===== src/hw/gdfec_pkg.sv =====
package gdfec_pkg;
  // ****************************************
  // register map
  // ****************************************
  localparam logic [3:0] GDFEC_ADDR_CTRL = 4'h0;
  localparam logic [3:0] GDFEC_ADDR_STATUS = 4'h1;
  localparam logic [3:0] GDFEC_ADDR_IRQ_STAT = 4'h2;
  localparam logic [3:0] GDFEC_ADDR_IRQ_MASK = 4'h3;
  // ctrl fields
  localparam int GDFEC_CTRL_EN_POS = 0;
  localparam int GDFEC_CTRL_CLR_POS = 1;
  localparam int GDFEC_CTRL_MODE_POS = 2;
  // status and event fields
  localparam int GDFEC_ST_FAULT_POS = 0;
  localparam int GDFEC_ST_UV_POS = 1;
  localparam int GDFEC_ST_POR_POS = 2;
  localparam int GDFEC_ST_ACTIVE_POS = 3;
  localparam int GDFEC_ST_DRV_POS = 4;
  localparam int GDFEC_ST_CP_POS = 5;
  localparam int GDFEC_EV_W = 3;
  // reset values
  localparam logic [7:0] GDFEC_CTRL_RST = 8'h00;
  localparam logic [GDFEC_EV_W-1:0] GDFEC_MASK_RST = 3'h0;
  // timing
  localparam int GDFEC_CLK_MHZ = 200;
  localparam int GDFEC_POR_DG_NS = 10000;
  localparam int GDFEC_UV_DG_NS = 10000;
  localparam int GDFEC_POR_DG_CYC = (GDFEC_POR_DG_NS * GDFEC_CLK_MHZ + 999) / 1000;
  localparam int GDFEC_UV_DG_CYC = (GDFEC_UV_DG_NS * GDFEC_CLK_MHZ + 999) / 1000;
  localparam int GDFEC_CNT_W = 16;

  typedef enum logic [1:0] {
    GDFEC_UV_LATCHED = 2'b01,
    GDFEC_UV_AUTO = 2'b10
  } gdfec_uv_mode_e;

  typedef enum logic [2:0] {
    GDFEC_ST_OFF = 3'b001,
    GDFEC_ST_WAIT_EN = 3'b010,
    GDFEC_ST_RUN = 3'b100
  } gdfec_state_e;

  typedef struct packed {
    logic [3:0] addr;
    logic [7:0] wdata;
    logic wr;
    logic rd;
  } gdfec_bus_s;

  typedef struct packed {
    logic gate_enable;
    logic pulldown_on;
    logic charge_pump_on;
    logic monitors_on;
  } gdfec_drive_s;
endpackage


===== src/hw/gdfec_top.sv =====
`timescale 1ns/1ps
// Functional notes
// - driver-disable pin forces pull-downs, overrides all
// - serial variant waits for enable bit
// - pin variant enables automatically after power-up
// - clear bit clears faults, self-resets
// - pin variant: faults recover automatically
// - logic undervoltage or sleep low: inactive
// - resume when undervoltage ends or sleep high
// - reset flag set after reset until clear; pin variant clears it when the logic supply recovers
// - supply undervoltage: pull-downs, pump off, fault
// - mode selects latched or automatic recovery
// - latched: fault and pump off until clear
// - automatic: fault released, pump restarts
// - serial automatic: undervoltage flag stays until clear; pin variant clears it when the supply recovers
// - pin variant always automatic recovery
module gdfec_top #(
  parameter bit SERIAL_VARIANT = 1'b1,
  parameter int POR_DG_CYC = gdfec_pkg::GDFEC_POR_DG_CYC,
  parameter int UV_DG_CYC = gdfec_pkg::GDFEC_UV_DG_CYC
) (
  // clock and reset
  input wire logic sys_clk,
  input wire logic rst,
  // pins and analogue comparators
  input wire logic driver_disable_pin,
  input wire logic sleep_n_pin,
  input wire logic logic_supply_low,
  input wire logic power_supply_low,
  output logic fault_n_pin_o,
  output logic fault_n_pin_oe_n,
  // drive controls
  output gdfec_pkg::gdfec_drive_s drive_q,
  // register port
  input wire gdfec_pkg::gdfec_bus_s bus,
  output logic [7:0] rdata_q,
  output logic irq_q
);
  import gdfec_pkg::*;

  // ****************************************
  // pin synchronisers
  // ****************************************
  logic [3:0] pin_raw;
  logic [3:0] sync1_q;
  logic [3:0] sync2_q;
  assign pin_raw = {power_supply_low, logic_supply_low, sleep_n_pin, driver_disable_pin};
  // one two-stage chain per pin; only the second stage is ever read
  for (genvar i = 0; i < 4; i++) begin : g_sync
    always_ff @(posedge sys_clk) begin
      if (rst) begin
        sync1_q[i] <= 1'b0;
        sync2_q[i] <= 1'b0;
      end else begin
        sync1_q[i] <= pin_raw[i];
        sync2_q[i] <= sync1_q[i];
      end
    end
  end
  logic drv_off_s;
  logic sleep_n_s;
  logic logic_supply_low_s;
  logic power_supply_low_s;
  assign drv_off_s = sync2_q[0];
  assign sleep_n_s = sync2_q[1];
  assign logic_supply_low_s = sync2_q[2];
  assign power_supply_low_s = sync2_q[3];

  // ****************************************
  // deglitch timers
  // ****************************************
  // a dip shorter than the timer leaves no trace
  logic [GDFEC_CNT_W-1:0] por_cnt_q;
  logic [GDFEC_CNT_W-1:0] uv_cnt_q;
  logic por_det_q;
  logic uv_det_q;
  always_ff @(posedge sys_clk) begin
    if (rst) begin
      por_cnt_q <= '0;
      por_det_q <= 1'b0;
    end else if (!logic_supply_low_s) begin
      por_cnt_q <= '0;
      por_det_q <= 1'b0;
    end else if (por_cnt_q >= GDFEC_CNT_W'(POR_DG_CYC - 1)) begin
      por_det_q <= 1'b1;
    end else begin
      por_cnt_q <= por_cnt_q + 1'b1;
    end
  end
  logic active;
  // uv timer held off while inactive, as the monitors are down then
  always_ff @(posedge sys_clk) begin
    if (rst) begin
      uv_cnt_q <= '0;
      uv_det_q <= 1'b0;
    end else if (!power_supply_low_s || !active) begin
      uv_cnt_q <= '0;
      uv_det_q <= 1'b0;
    end else if (uv_cnt_q >= GDFEC_CNT_W'(UV_DG_CYC - 1)) begin
      uv_det_q <= 1'b1;
    end else begin
      uv_cnt_q <= uv_cnt_q + 1'b1;
    end
  end
  assign active = !por_det_q && sleep_n_s;

  // ****************************************
  // control register
  // ****************************************
  logic en_q;
  logic clr_q;
  logic mode_auto_q;
  logic wr_ctrl;
  // limitation: the pin variant ignores every control write
  assign wr_ctrl = bus.wr && (bus.addr == GDFEC_ADDR_CTRL);
  always_ff @(posedge sys_clk) begin
    if (rst) begin
      en_q <= GDFEC_CTRL_RST[GDFEC_CTRL_EN_POS];
      mode_auto_q <= GDFEC_CTRL_RST[GDFEC_CTRL_MODE_POS];
    end else if (wr_ctrl && SERIAL_VARIANT) begin
      en_q <= bus.wdata[GDFEC_CTRL_EN_POS];
      mode_auto_q <= bus.wdata[GDFEC_CTRL_MODE_POS];
    end
  end
  // clear is a single-cycle request; it drops back to zero by itself
  always_ff @(posedge sys_clk) begin
    if (rst) begin
      clr_q <= 1'b0;
    end else begin
      clr_q <= wr_ctrl && SERIAL_VARIANT && bus.wdata[GDFEC_CTRL_CLR_POS];
    end
  end
  gdfec_uv_mode_e uv_mode;
  assign uv_mode = (!SERIAL_VARIANT || mode_auto_q) ? GDFEC_UV_AUTO : GDFEC_UV_LATCHED;

  // ****************************************
  // power state
  // ****************************************
  // dropping the enable bit parks the driver again
  gdfec_state_e state_q;
  always_ff @(posedge sys_clk) begin
    if (rst) begin
      state_q <= GDFEC_ST_OFF;
    end else begin
      case (state_q)
        GDFEC_ST_OFF: begin
          if (active) begin
            state_q <= SERIAL_VARIANT ? GDFEC_ST_WAIT_EN : GDFEC_ST_RUN;
          end
        end
        GDFEC_ST_WAIT_EN: begin
          if (!active) begin
            state_q <= GDFEC_ST_OFF;
          end else if (en_q) begin
            state_q <= GDFEC_ST_RUN;
          end
        end
        GDFEC_ST_RUN: begin
          if (!active) begin
            state_q <= GDFEC_ST_OFF;
          end else if (SERIAL_VARIANT && !en_q) begin
            state_q <= GDFEC_ST_WAIT_EN;
          end
        end
        default: state_q <= GDFEC_ST_OFF;
      endcase
    end
  end

  // ****************************************
  // fault state and flags
  // ****************************************
  // set beats clear: a clear in the detect cycle does not hide the event
  logic fault_q;
  logic uv_flag_q;
  logic por_flag_q;
  logic por_det_d1_q;
  always_ff @(posedge sys_clk) begin
    if (rst) begin
      fault_q <= 1'b0;
    end else if (uv_det_q) begin
      fault_q <= 1'b1;
    end else if (uv_mode == GDFEC_UV_AUTO || clr_q) begin
      fault_q <= 1'b0;
    end
  end
  always_ff @(posedge sys_clk) begin
    if (rst) begin
      uv_flag_q <= 1'b0;
    end else if (uv_det_q) begin
      uv_flag_q <= 1'b1;
    end else if (clr_q || (!SERIAL_VARIANT && !power_supply_low_s)) begin
      uv_flag_q <= 1'b0;
    end
  end
  // the flag comes back set after a reset and after a logic-supply dropout
  always_ff @(posedge sys_clk) begin
    if (rst) begin
      por_flag_q <= 1'b1;
      por_det_d1_q <= 1'b0;
    end else begin
      por_det_d1_q <= por_det_q;
      if (por_det_q) begin
        por_flag_q <= 1'b1;
      end else if (clr_q || (!SERIAL_VARIANT && por_det_d1_q)) begin
        por_flag_q <= 1'b0;
      end
    end
  end

  // ****************************************
  // drive outputs
  // ****************************************
  logic run_ok;
  assign run_ok = (state_q == GDFEC_ST_RUN) && !fault_q && !uv_det_q;
  // pull-downs win over every drive request
  always_ff @(posedge sys_clk) begin
    if (rst) begin
      drive_q <= '{gate_enable: 1'b0, pulldown_on: 1'b1, charge_pump_on: 1'b0, monitors_on: 1'b0};
    end else begin
      drive_q.gate_enable <= run_ok && !drv_off_s;
      drive_q.pulldown_on <= !run_ok || drv_off_s;
      drive_q.charge_pump_on <= active && !fault_q && !uv_det_q;
      drive_q.monitors_on <= active;
    end
  end
  // open drain: enable low pulls the line low
  always_ff @(posedge sys_clk) begin
    if (rst) begin
      fault_n_pin_o <= 1'b1;
      fault_n_pin_oe_n <= 1'b1;
    end else begin
      fault_n_pin_o <= 1'b0;
      fault_n_pin_oe_n <= !(fault_q || uv_det_q);
    end
  end

  // ****************************************
  // interrupts and read port
  // ****************************************
  logic [GDFEC_EV_W-1:0] ev, ev_d1_q, irq_stat_q, irq_mask_q;
  logic rd_irq;
  assign ev = {por_flag_q, uv_flag_q, fault_q};
  assign rd_irq = bus.rd && (bus.addr == GDFEC_ADDR_IRQ_STAT);
  always_ff @(posedge sys_clk) begin
    if (rst) begin
      ev_d1_q <= '0;
    end else begin
      ev_d1_q <= ev;
    end
  end
  // a rise in the read cycle survives the read, so no event is lost
  for (genvar i = 0; i < GDFEC_EV_W; i++) begin : g_irq
    always_ff @(posedge sys_clk) begin
      if (rst) begin
        irq_stat_q[i] <= 1'b0;
      end else if (ev[i] && !ev_d1_q[i]) begin
        irq_stat_q[i] <= 1'b1;
      end else if (rd_irq) begin
        irq_stat_q[i] <= 1'b0;
      end
    end
  end
  always_ff @(posedge sys_clk) begin
    if (rst) begin
      irq_mask_q <= GDFEC_MASK_RST;
    end else if (bus.wr && bus.addr == GDFEC_ADDR_IRQ_MASK) begin
      irq_mask_q <= bus.wdata[GDFEC_EV_W-1:0];
    end
  end
  always_ff @(posedge sys_clk) begin
    if (rst) begin
      irq_q <= 1'b0;
    end else begin
      irq_q <= |(irq_stat_q & irq_mask_q & ~(rd_irq ? irq_stat_q : '0))
               || |((ev & ~ev_d1_q) & irq_mask_q);
    end
  end
  // unmapped addresses read as zero
  logic [7:0] rd_d;
  always_comb begin
    rd_d = 8'h00;
    if (bus.addr == GDFEC_ADDR_CTRL) begin
      rd_d[GDFEC_CTRL_EN_POS] = en_q;
      rd_d[GDFEC_CTRL_MODE_POS] = mode_auto_q;
    end else if (bus.addr == GDFEC_ADDR_STATUS) begin
      rd_d[GDFEC_ST_FAULT_POS] = fault_q;
      rd_d[GDFEC_ST_UV_POS] = uv_flag_q;
      rd_d[GDFEC_ST_POR_POS] = por_flag_q;
      rd_d[GDFEC_ST_ACTIVE_POS] = active;
      rd_d[GDFEC_ST_DRV_POS] = drive_q.gate_enable;
      rd_d[GDFEC_ST_CP_POS] = drive_q.charge_pump_on;
    end else if (bus.addr == GDFEC_ADDR_IRQ_STAT) begin
      rd_d[GDFEC_EV_W-1:0] = irq_stat_q;
    end else if (bus.addr == GDFEC_ADDR_IRQ_MASK) begin
      rd_d[GDFEC_EV_W-1:0] = irq_mask_q;
    end
  end
  always_ff @(posedge sys_clk) begin
    if (rst) begin
      rdata_q <= 8'h00;
    end else begin
      rdata_q <= bus.rd ? rd_d : 8'h00;
    end
  end
endmodule // gdfec_top


===== config.mk =====
export PLATFORM = sky130hd
export DESIGN_NAME = gdfec_top
export DESIGN_NICKNAME = d
export VERILOG_FILES = /design/src/hw/gdfec_pkg.sv /design/src/hw/gdfec_top.sv
export SDC_FILE = /design/constraint.sdc
export NUM_CORES = 1
export LEC_CHECK = 0
export BUFFER_PORTS_ARGS = -buffer_cell sky130_fd_sc_hd__buf_2
export CORE_AREA = 2 2 74 76
export CTS_CLUSTER_SIZE = 10
export DETAILED_ROUTE_END_ITERATION = 16
export DIE_AREA = 0 0 76 78
export PLACE_DENSITY = 0.88
export REMOVE_ABC_BUFFERS = 1
export SYNTH_ARGS = -nofsm -noshare
export SYNTH_HDL_FRONTEND = slang
export SYNTH_SLANG_ARGS = --single-unit

===== constraint.sdc =====
create_clock -name sys_clk -period 2.6 [get_ports sys_clk]
set_input_delay 0.52 -clock sys_clk [delete_from_list [all_inputs] [get_ports sys_clk]]
set_output_delay 0.52 -clock sys_clk [all_outputs]
set_load 0.01 [all_outputs]

==> results_dict.tcl, run 1 <==
set metrics [dict create \
    total_leakage_power_uw 0.00128 \
    cts_setup_buffers 0 \
    gp_congestion 0.797 \
    clock_latency_ns 0.35 \
    critPathTopFamily "simple AND/OR/NAND/NOR gates" \
    grt_max_degree 20 \
    fmax_ghz 0.476 \
    arrival_ns 2.38 \
    initial_utilization_pct 55.8 \
    power.density_nw_per_um2 690 \
    rsz0062_at_grt "false" \
    nNetsFinal 343 \
    synthArstFlopShare_pct 0 \
    relSlewSlack_pct 61.3 \
    ant_nets 0 \
    area_growth_pct 16.0 \
    setup_viol 0 \
    core_area_sq_um 5040 \
    grt_pass1_wl_mm 9.40 \
    cts_max_path_buffers 2 \
    fin_crit_sh_pct 80.8 \
    viasPerCell 5.69 \
    cp_slowest_cell "or4_1" \
    grt_usage_pct 20.2 \
    fillers 405 \
    drc 0 \
    slowest_delay_ns 0.60 \
    cp.required_ns 2.88 \
    yosysUniqueCellTypes 50 \
    path_max_fanout 12 \
    critPathLaunchType "register" \
    first_pass_iters 4 \
    cts_resized 0 \
    die_area_sq_um 5930 \
    die_w_um 76 \
    hold_buffers 0 \
    synth_ff_type "dfxtp_1" \
    worst-path-buf-inv 0 \
    clock_sinks 73 \
    synth_edf_count 0 \
    clk_pin_slew_ns 0.08 \
    cts_tree "built" \
    vdd_drop_max_mv 0.513 \
    cts_root_buf "clkbuf_8" \
    core.rowCount 26 \
    wl_per_cell_um 13.6 \
    ys_ff_latch 73 \
    finClkSkew_ns 0.00599 \
    tightest_slew_ns 0.580 \
    period_minus_slack_ns 2.10 \
    ys_warn_count 0 \
    antennaDiodeCount 0 \
    grt_overflow 0 \
    totalWireLength_mm 5.38 \
    setup_tns_ns 0 \
    cts_max_level 3 \
    hold_viol 0 \
    numCtsBuffers 9 \
    antenna_found_initial 0 \
    whs_ns 0.378 \
    status "complete, no violations" \
    maxSlewViolCount 0 \
    grt_pass1_vias 2137 \
    port_buffers 27 \
    dp_hpwl_mm 3.80 \
    crit_type "register to register" \
    syn_inst 289 \
    crit_chain "ha_1 > and3_1 > o311a_1 > or4_1 > o21ai_0" \
    hp-class "input pin to register" \
    drive_gt1_share_pct 16.9 \
    syn-cell-area_sq_um 2810 \
    seq_area_frac_synth_pct 52.0 \
    end_kind "register" \
    die_h_um 78 \
    num_io_pins 35 \
    synth.avg_cell_area_sq_um 9.73 \
    num_vias 2254 \
    max-cap-violations 0 \
    drt_iter0_drc 183 \
]
[cell families (layout without fill, tap and decap cells)]
| family | Yosys count | after routing | share of synthesized area [%] |
|---|---|---|---|
| other cells | 1 | 2 | 0.133 |
| flops | 73 | 73 | 52.0 |
| compound gates | 56 | 56 | 12.8 |
| mux | 11 | 11 | 4.85 |
| xor+xnor | 2 | 2 | 0.623 |
| fa+ha+maj | 2 | 2 | 0.890 |
| simple gates | 124 | 124 | 25.7 |
| buf+inv | 20 | 56 | 2.98 |
[sequential cells by signal (all words and copies together), names as in the netlist, 4 cells and up]
signal     count
drive_q        4
por_cnt_q     16
rdata_q        6
sync1_q        4
uv_cnt_q      16
[final timing paths]
path / cells after the start / end / slack [ns] / from
worst max-delay path: 5 / uv_cnt_q[10] / 0.50 / uv_cnt_q[0]
worst min register to register: 1 / sleep_n_s / 0.44 / sync1_q[1]
worst max register to register: 5 / uv_cnt_q[10] / 0.50 / uv_cnt_q[0]
worst min-delay path: 2 / sync1_q[1] / 0.38 / sleep_n_pin
[cell usage in the layout (no fill, tap or decap), types with 2 or more instances in the layout]
master	n
buf_2	27
clkbuf_8	9
o21ai_0	12
dfxtp_1	73
or2_2	2
o311ai_0	2
nand3_1	12
nor3_1	3
inv_1	9
bufinv_16	3
or4_1	9
mux4_2	2
mux2i_1	8
buf_4	4
and2_1	10
or3_1	4
nor2b_1	13
nor2_1	21
nor3b_1	6
nand2b_1	8
nand2_1	15
and4_1	5
nand4_1	4
conb_1	2
a31oi_1	4
xnor2_1	2
o31ai_1	6
a21oi_1	19
and3_1	4
o311a_1	2
a41o_1	2
ha_1	2
[report_power, final]
group | internal (uW) | leakage [uW] | switching (uW)
clock network | 642 | 0.000117 | 419
registers | 1130 | 0.000591 | 5.59
logic | 25.8 | 0.000570 | 28.9
total | 1800 | 0.00128 | 453
[Yosys cell counts (3+ instances only)]
cell type	instances	area, sq um
nor2_1	21	78.8
nor2b_1	13	81.3
a31oi_1	4	25.0
or4_1	9	67.6
inv_1	9	33.8
clkbuf_1	7	26.3
and2_1	10	62.6
mux2i_1	8	80.1
or3_1	4	25.0
nand4_1	4	25.0
nor3b_1	6	45.0
o31ai_1	6	45.0
nand3_1	12	60.1
dfxtp_1	73	1460
nor3_1	3	15.0
nand2b_1	8	50.1
and3_1	4	25.0
a21oi_1	19	95.1
and4_1	5	43.8
o21ai_0	12	60.1
nand2_1	15	56.3
[final cells by class]
type                            instances  area (sq um)  area share (%)
Tap cell                               70          87.6            2.69
Multi-Input combinational cell        197          1270            38.9
Inverter                                9          33.8            1.04
Timing Repair Buffer                   31           165            5.07
Clock buffer                           10           128            3.91
Sequential cell                        73          1460            44.8
Clock inverter                          6           115            3.53
[metrics by stage]
stage          instances  util [%]  setup slack, ns  area (sq um)  total power (uW)
2_1_floorplan        279         -            0.604          2770              1190
3_3_place_gp         380      59.9            0.520          3020              1210
3_5_place_dp         380      59.9            0.514          3020              1220
4_1_cts              396      64.7            0.497          3260              2270
5_1_grt              396      64.7            0.369          3260              2340
6_report             396      64.7            0.499          3260              2250
[routing by layer]
metal | global-route usage [%] | vias up | part of all wire (%)
met2 | 32.6 | 42 | 49
met4 | 9.45 | 0 | 2.3
met1 | 23.8 | 1091 | 45
met5 | 0 | - | 0
met3 | 7.91 | 10 | 4.5
li1 | - | 1111 | -
Note: power is estimated with default switching activity, not from simulation.
==> run 2, diff against run 1 <==
- ABC_AREA: not set -> 1
- CORE_AREA: 2 2 74 76 -> 2 2 80 82
- DIE_AREA: 0 0 76 78 -> 0 0 82 84
- PLACE_DENSITY: 0.88 -> 0.84
- clock period: 2.6 -> 1.9 ns (I/O delays scaled with it)
==> results_dict.tcl, run 2 <==
set metrics [dict create \
    fin_crit_sh_pct 91.3 \
    yosys.cell_count.top_type "nand2_1" \
    synth_top_area_cell "dfxtp_1" \
    end_kind "register" \
    ant_nets 0 \
    wl_per_cell_um 11.2 \
    cts_max_level 3 \
    path_common_cell "nand2_1" \
    hold_buffers 0 \
    cp_slowest_cell "dfxtp_1" \
    power_uw 2830 \
    grt_usage_pct 18.8 \
    worstHoldStart "power_supply_low" \
    crit_type "register to register" \
    power.density_nw_per_um2 848 \
    r2r-start "uv_cnt_q[0]" \
    slowest_delay_ns 0.38 \
    cts_setup_buffers 0 \
    synth_top_family_by_area "simple AND/OR/NAND/NOR gates" \
    die_area_sq_um 6890 \
    maxSlewViolCount 0 \
    ys_ff_latch 73 \
    core_area_sq_um 6100 \
    syn_inst 407 \
    regArea_sq_um 1460 \
    yosysUniqueCellTypes 32 \
    initial_utilization_pct 48.7 \
    grt_pass1_vias 2372 \
    cts_max_path_buffers 2 \
    crit_chain "ha_1 > nand3_1 > nand2_1 > nand2_1 > nand2_1 > inv_1 > nand2_1 > a21oi_1" \
    totalWireLength_mm 5.83 \
    antennaDiodeCount 0 \
    final_cells 519 \
    clock_latency_ns 0.34 \
    grt_pass1_wl_mm 9.85 \
    muxShareOfSynthArea_pct 0 \
    antenna_found_initial 0 \
    dp_cells 506 \
    cp.required_ns 2.13 \
    clock_sinks 73 \
    setup_tns_ns 0 \
    synth.avg_cell_area_sq_um 7.30 \
    port_buffers 27 \
    critPathTopFamily "simple AND/OR/NAND/NOR gates" \
    arrival_ns 1.96 \
    reg.largest.list "por_cnt_q x16, uv_cnt_q x16, rdata_q x6" \
    synth.top_cells.by_count "nand2_1, dfxtp_1, nor2_1, inv_1, nand3_1" \
    clk_pin_slew_ns 0.06 \
    hold_viol 0 \
    numCtsBuffers 9 \
    max-cap-violations 0 \
    crit_path_start "uv_cnt_q[0]" \
    vdd_drop_max_mv 0.561 \
    fin_util_pct 54.8 \
    num_vias 2565 \
    core.rowCount 29 \
    path_max_fanout 11 \
    synth_ff_type "dfxtp_1" \
    fmax_ghz 0.576 \
    status "complete, no violations" \
    nNetsFinal 462 \
    ys_warn_count 0 \
    worst-path-buf-inv 1 \
    drc 0 \
    synthArstFlopShare_pct 0 \
    synth_area_leaders "dfxtp_1, nand2_1, nor2_1" \
    dp_hpwl_mm 4.24 \
    syn-cell-area_sq_um 2970 \
    fillers 586 \
    hp-class "input pin to register" \
    final_common_cell "nand2_1" \
    synth_xor_area_share_pct 2.06 \
    synth_edf_count 0 \
    die_w_um 82 \
    cts_root_buf "clkbuf_8" \
    grt_max_degree 24 \
    synthSimpleGateAreaFrac_pct 27.3 \
    gp_congestion 0.857 \
    setup_viol 0 \
    cts_resized 0 \
    first_pass_iters 4 \
    synth_fa_ha_area_share_pct 0.842 \
    viasPerCell 4.94 \
    die_h_um 84 \
    synth.top_cell.area_share_pct 49.2 \
    cts_tree "built" \
    finClkSkew_ns 0.00545 \
    period_minus_slack_ns 1.74 \
    area_growth_pct 12.4 \
    synth-compound-area-share_pct 9.77 \
    drive_gt1_share_pct 11.8 \
    multiInputGateArea_sq_um 1200 \
    seq_area_frac_synth_pct 49.2 \
    final_cell_mix "nand2_1, dfxtp_1, nor2_1, inv_1, nand3_1" \
    total_leakage_power_uw 0.00147 \
    grt_overflow 0 \
    drt_iter0_drc 122 \
    critPathLaunchType "register" \
    num_io_pins 35 \
    rsz0062_at_grt "false" \
]
[run 2: cell types whose count changed after synthesis, sizes merged, moves of 10 or more]
cell,change
nor2,+53
nand2,+62
o21ai,+10
nand3,+21
inv,+59
or4,-10
and2,-11
nor2b,-13
[run 2: worst min-delay path: cells and delay by family]
kind | cells | cell delay, ns
AND/OR/NAND/NOR | 1 | 0.06
buffers and inverters | 2 | 0.10
[run 2: final timing paths]
check                                     endpoint  slack (ns)  depth (start not counted)
worst max-delay path                   uv_cnt_q[0]        0.16                          8
worst min-delay path                    sync1_q[3]        0.24                          3
worst max register to register         uv_cnt_q[0]        0.16                          8
worst min register to register  power_supply_low_s        0.40                          2
[run 2: report_power, final]
| group | internal, uW | switching [uW] | total, uW |
|---|---|---|---|
| combinational | 65.2 | 118 | 183 |
| sequential | 1570 | 24.9 | 1590 |
| clock | 560 | 495 | 1060 |
[run 2: layout make-up]
class,count,share of cell area (%)
Inverter,69,7.76
Tap cell,77,2.88
Multi-Input combinational cell,257,35.8
Clock buffer,13,5.06
Sequential cell,73,43.8
Timing Repair Buffer,30,4.72
[run 2: kinds of logic after synthesis]
group / after synthesis
AOI/OAI and AO/OA: 53
xor gates and xnor gates: 7
adders and majority gates: 2
buffers and inverters: 78
DFF: 73
other: 1
and+or+nand+nor: 193
[run 2: routing by layer]
layer	track usage, %	wire length [um]	vias to the layer above
met5	0	0	-
met4	13.5	227	0
met3	4.11	201	20
met2	30.7	2920	57
met1	21.1	2480	1162
li1	-	-	1326
[run 2: stage by stage]
stage / worst slack, ns / hold WS [ns] / instance area [sq um]
finish: 0.165 / 0.239 / 3340
global route: 0.0557 / 0.240 / 3340
CTS: 0.197 / 0.219 / 3340
detailed placement: 0.226 / 0.399 / 3170
global placement: 0.279 / 0.390 / 3170
floorplan: 0.497 / 0.388 / 2920
==> run 3, diff against run 2 <==
- CORE_AREA: 2 2 80 82 -> 2 2 74 76
- DIE_AREA: 0 0 82 84 -> 0 0 76 78
- PLACE_DENSITY: 0.84 -> 0.8
- clock period: 1.9 -> 2.2 ns (I/O delays scaled with it)
==> results_dict.tcl, run 3 (synthesis results as in run 2) <==
set metrics [dict create \
    status "complete, no violations" \
    total_leakage_power_uw 0.00149 \
    drive_gt1_share_pct 12.6 \
    final_common_cell "nand2_1" \
    core.rowCount 26 \
    grt_usage_pct 19.9 \
    final_cells 515 \
    fin_crit_sh_pct 75.6 \
    max-cap-violations 0 \
    path_max_fanout 11 \
    rr_worst_depth 8 \
    arrival_ns 1.91 \
    hold_buffers 0 \
    hp-class "input pin to register" \
    vdd_drop_max_mv 0.640 \
    reg.largest.list "por_cnt_q x16, uv_cnt_q x16, rdata_q x6" \
    num_vias 2505 \
    die_area_sq_um 5930 \
    numCtsBuffers 9 \
    clock_sinks 73 \
    die_h_um 78 \
    gp_congestion 0.840 \
    grt_pass1_vias 2227 \
    wl_per_cell_um 10.6 \
    fmax_ghz 0.602 \
    ant_nets 0 \
    cts_max_level 3 \
    end_kind "register" \
    final_cell_mix "nand2_1, dfxtp_1, nor2_1, inv_1, nand3_1" \
    setup_tns_ns 0 \
    power.density_nw_per_um2 776 \
    antenna_found_initial 0 \
    setup_viol 0 \
    finClkSkew_ns 0.00873 \
    cts_resized 0 \
    grt_overflow 0 \
    rsz0062_at_grt "false" \
    crit_path_start "uv_cnt_q[0]" \
    grt_pass1_wl_mm 9.32 \
    r2r-start "uv_cnt_q[0]" \
    r2r_slack_ns 0.54 \
    port_buffers 27 \
    initial_utilization_pct 58.9 \
    crit_end "uv_cnt_q[1]" \
    cts_root_buf "clkbuf_8" \
    maxSlewViolCount 0 \
    clk_pin_slew_ns 0.08 \
    crit_type "register to register" \
    cp.required_ns 2.45 \
    cts_max_path_buffers 2 \
    cts_tree "built" \
    drc 0 \
    critPathLaunchType "register" \
    r2r-end "uv_cnt_q[1]" \
    antennaDiodeCount 0 \
    clock_latency_ns 0.35 \
    viasPerCell 4.86 \
    core_area_sq_um 5040 \
    whs_ns 0.286 \
    nNetsFinal 462 \
    first_pass_iters 4 \
    dp_cells 499 \
    hold_viol 0 \
    area_growth_pct 13.4 \
    die_w_um 76 \
    period_minus_slack_ns 1.66 \
    grt_max_degree 24 \
    dp_hpwl_mm 3.88 \
    num_io_pins 35 \
    cts_setup_buffers 0 \
    drt_iter0_drc 89 \
    totalWireLength_mm 5.43 \
]
[run 3: stage by stage]
stage	power, uW	instance area, sq um	utilization, %	setup slack (ns)
floorplan	1500	2920	-	0.797
global placement	1550	3160	62.7	0.572
detailed placement	1550	3160	62.7	0.554
CTS	2640	3370	66.8	0.536
global route	2710	3370	66.8	0.351
finish	2610	3370	66.8	0.538
[run 3: area by class of cell]
| class | count | area [sq um] |
|---|---|---|
| fillers | 434 | 1670 |
| flip-flops and latches | 73 | 1460 |
| multi-input cells | 257 | 1200 |
| inverters | 69 | 259 |
| repair buffers | 30 | 158 |
| clock buffers | 9 | 124 |
| well taps | 70 | 87.6 |
| clock inverters | 7 | 82.6 |
[run 3: power breakdown]
part	internal, uW	switching (uW)	total (uW)
Sequential	1350	21.6	1370
Combinational	56.2	92.7	149
Clock	543	547	1090
Total	1950	661	2610
[run 3: critical path: stages, from the launching register on]
cell and delay, ns:
dfxtp_1 0.37, ha_1 0.22, nand3_1 0.12, nand2_1 0.09, nand2_1 0.10, nand2_1 0.30, inv_1 0.19, nor2_1 0.12
nor2_1 0.05
[run 3: worst min-delay path by stage]
stage                                 from            endpoint  cells past startpoint
after detailed placement        sync1_q[1]           sleep_n_s                      2
after CTS                      sleep_n_pin          sync1_q[1]                      3
after floorplan                 sync1_q[0]           drv_off_s                      2
after global placement          sync1_q[3]  power_supply_low_s                      2
after global routing      power_supply_low          sync1_q[3]                      3
final                          sleep_n_pin          sync1_q[1]                      3
[run 3: routing by layer]
layer / track usage (%) / vias up / routed length [um]
li1: - / 1333 / -
met1: 21.9 / 1105 / 2500
met2: 34.9 / 56 / 2600
met3: 6.98 / 11 / 219
met4: 8.73 / 0 / 117
met5: 0 / - / 0
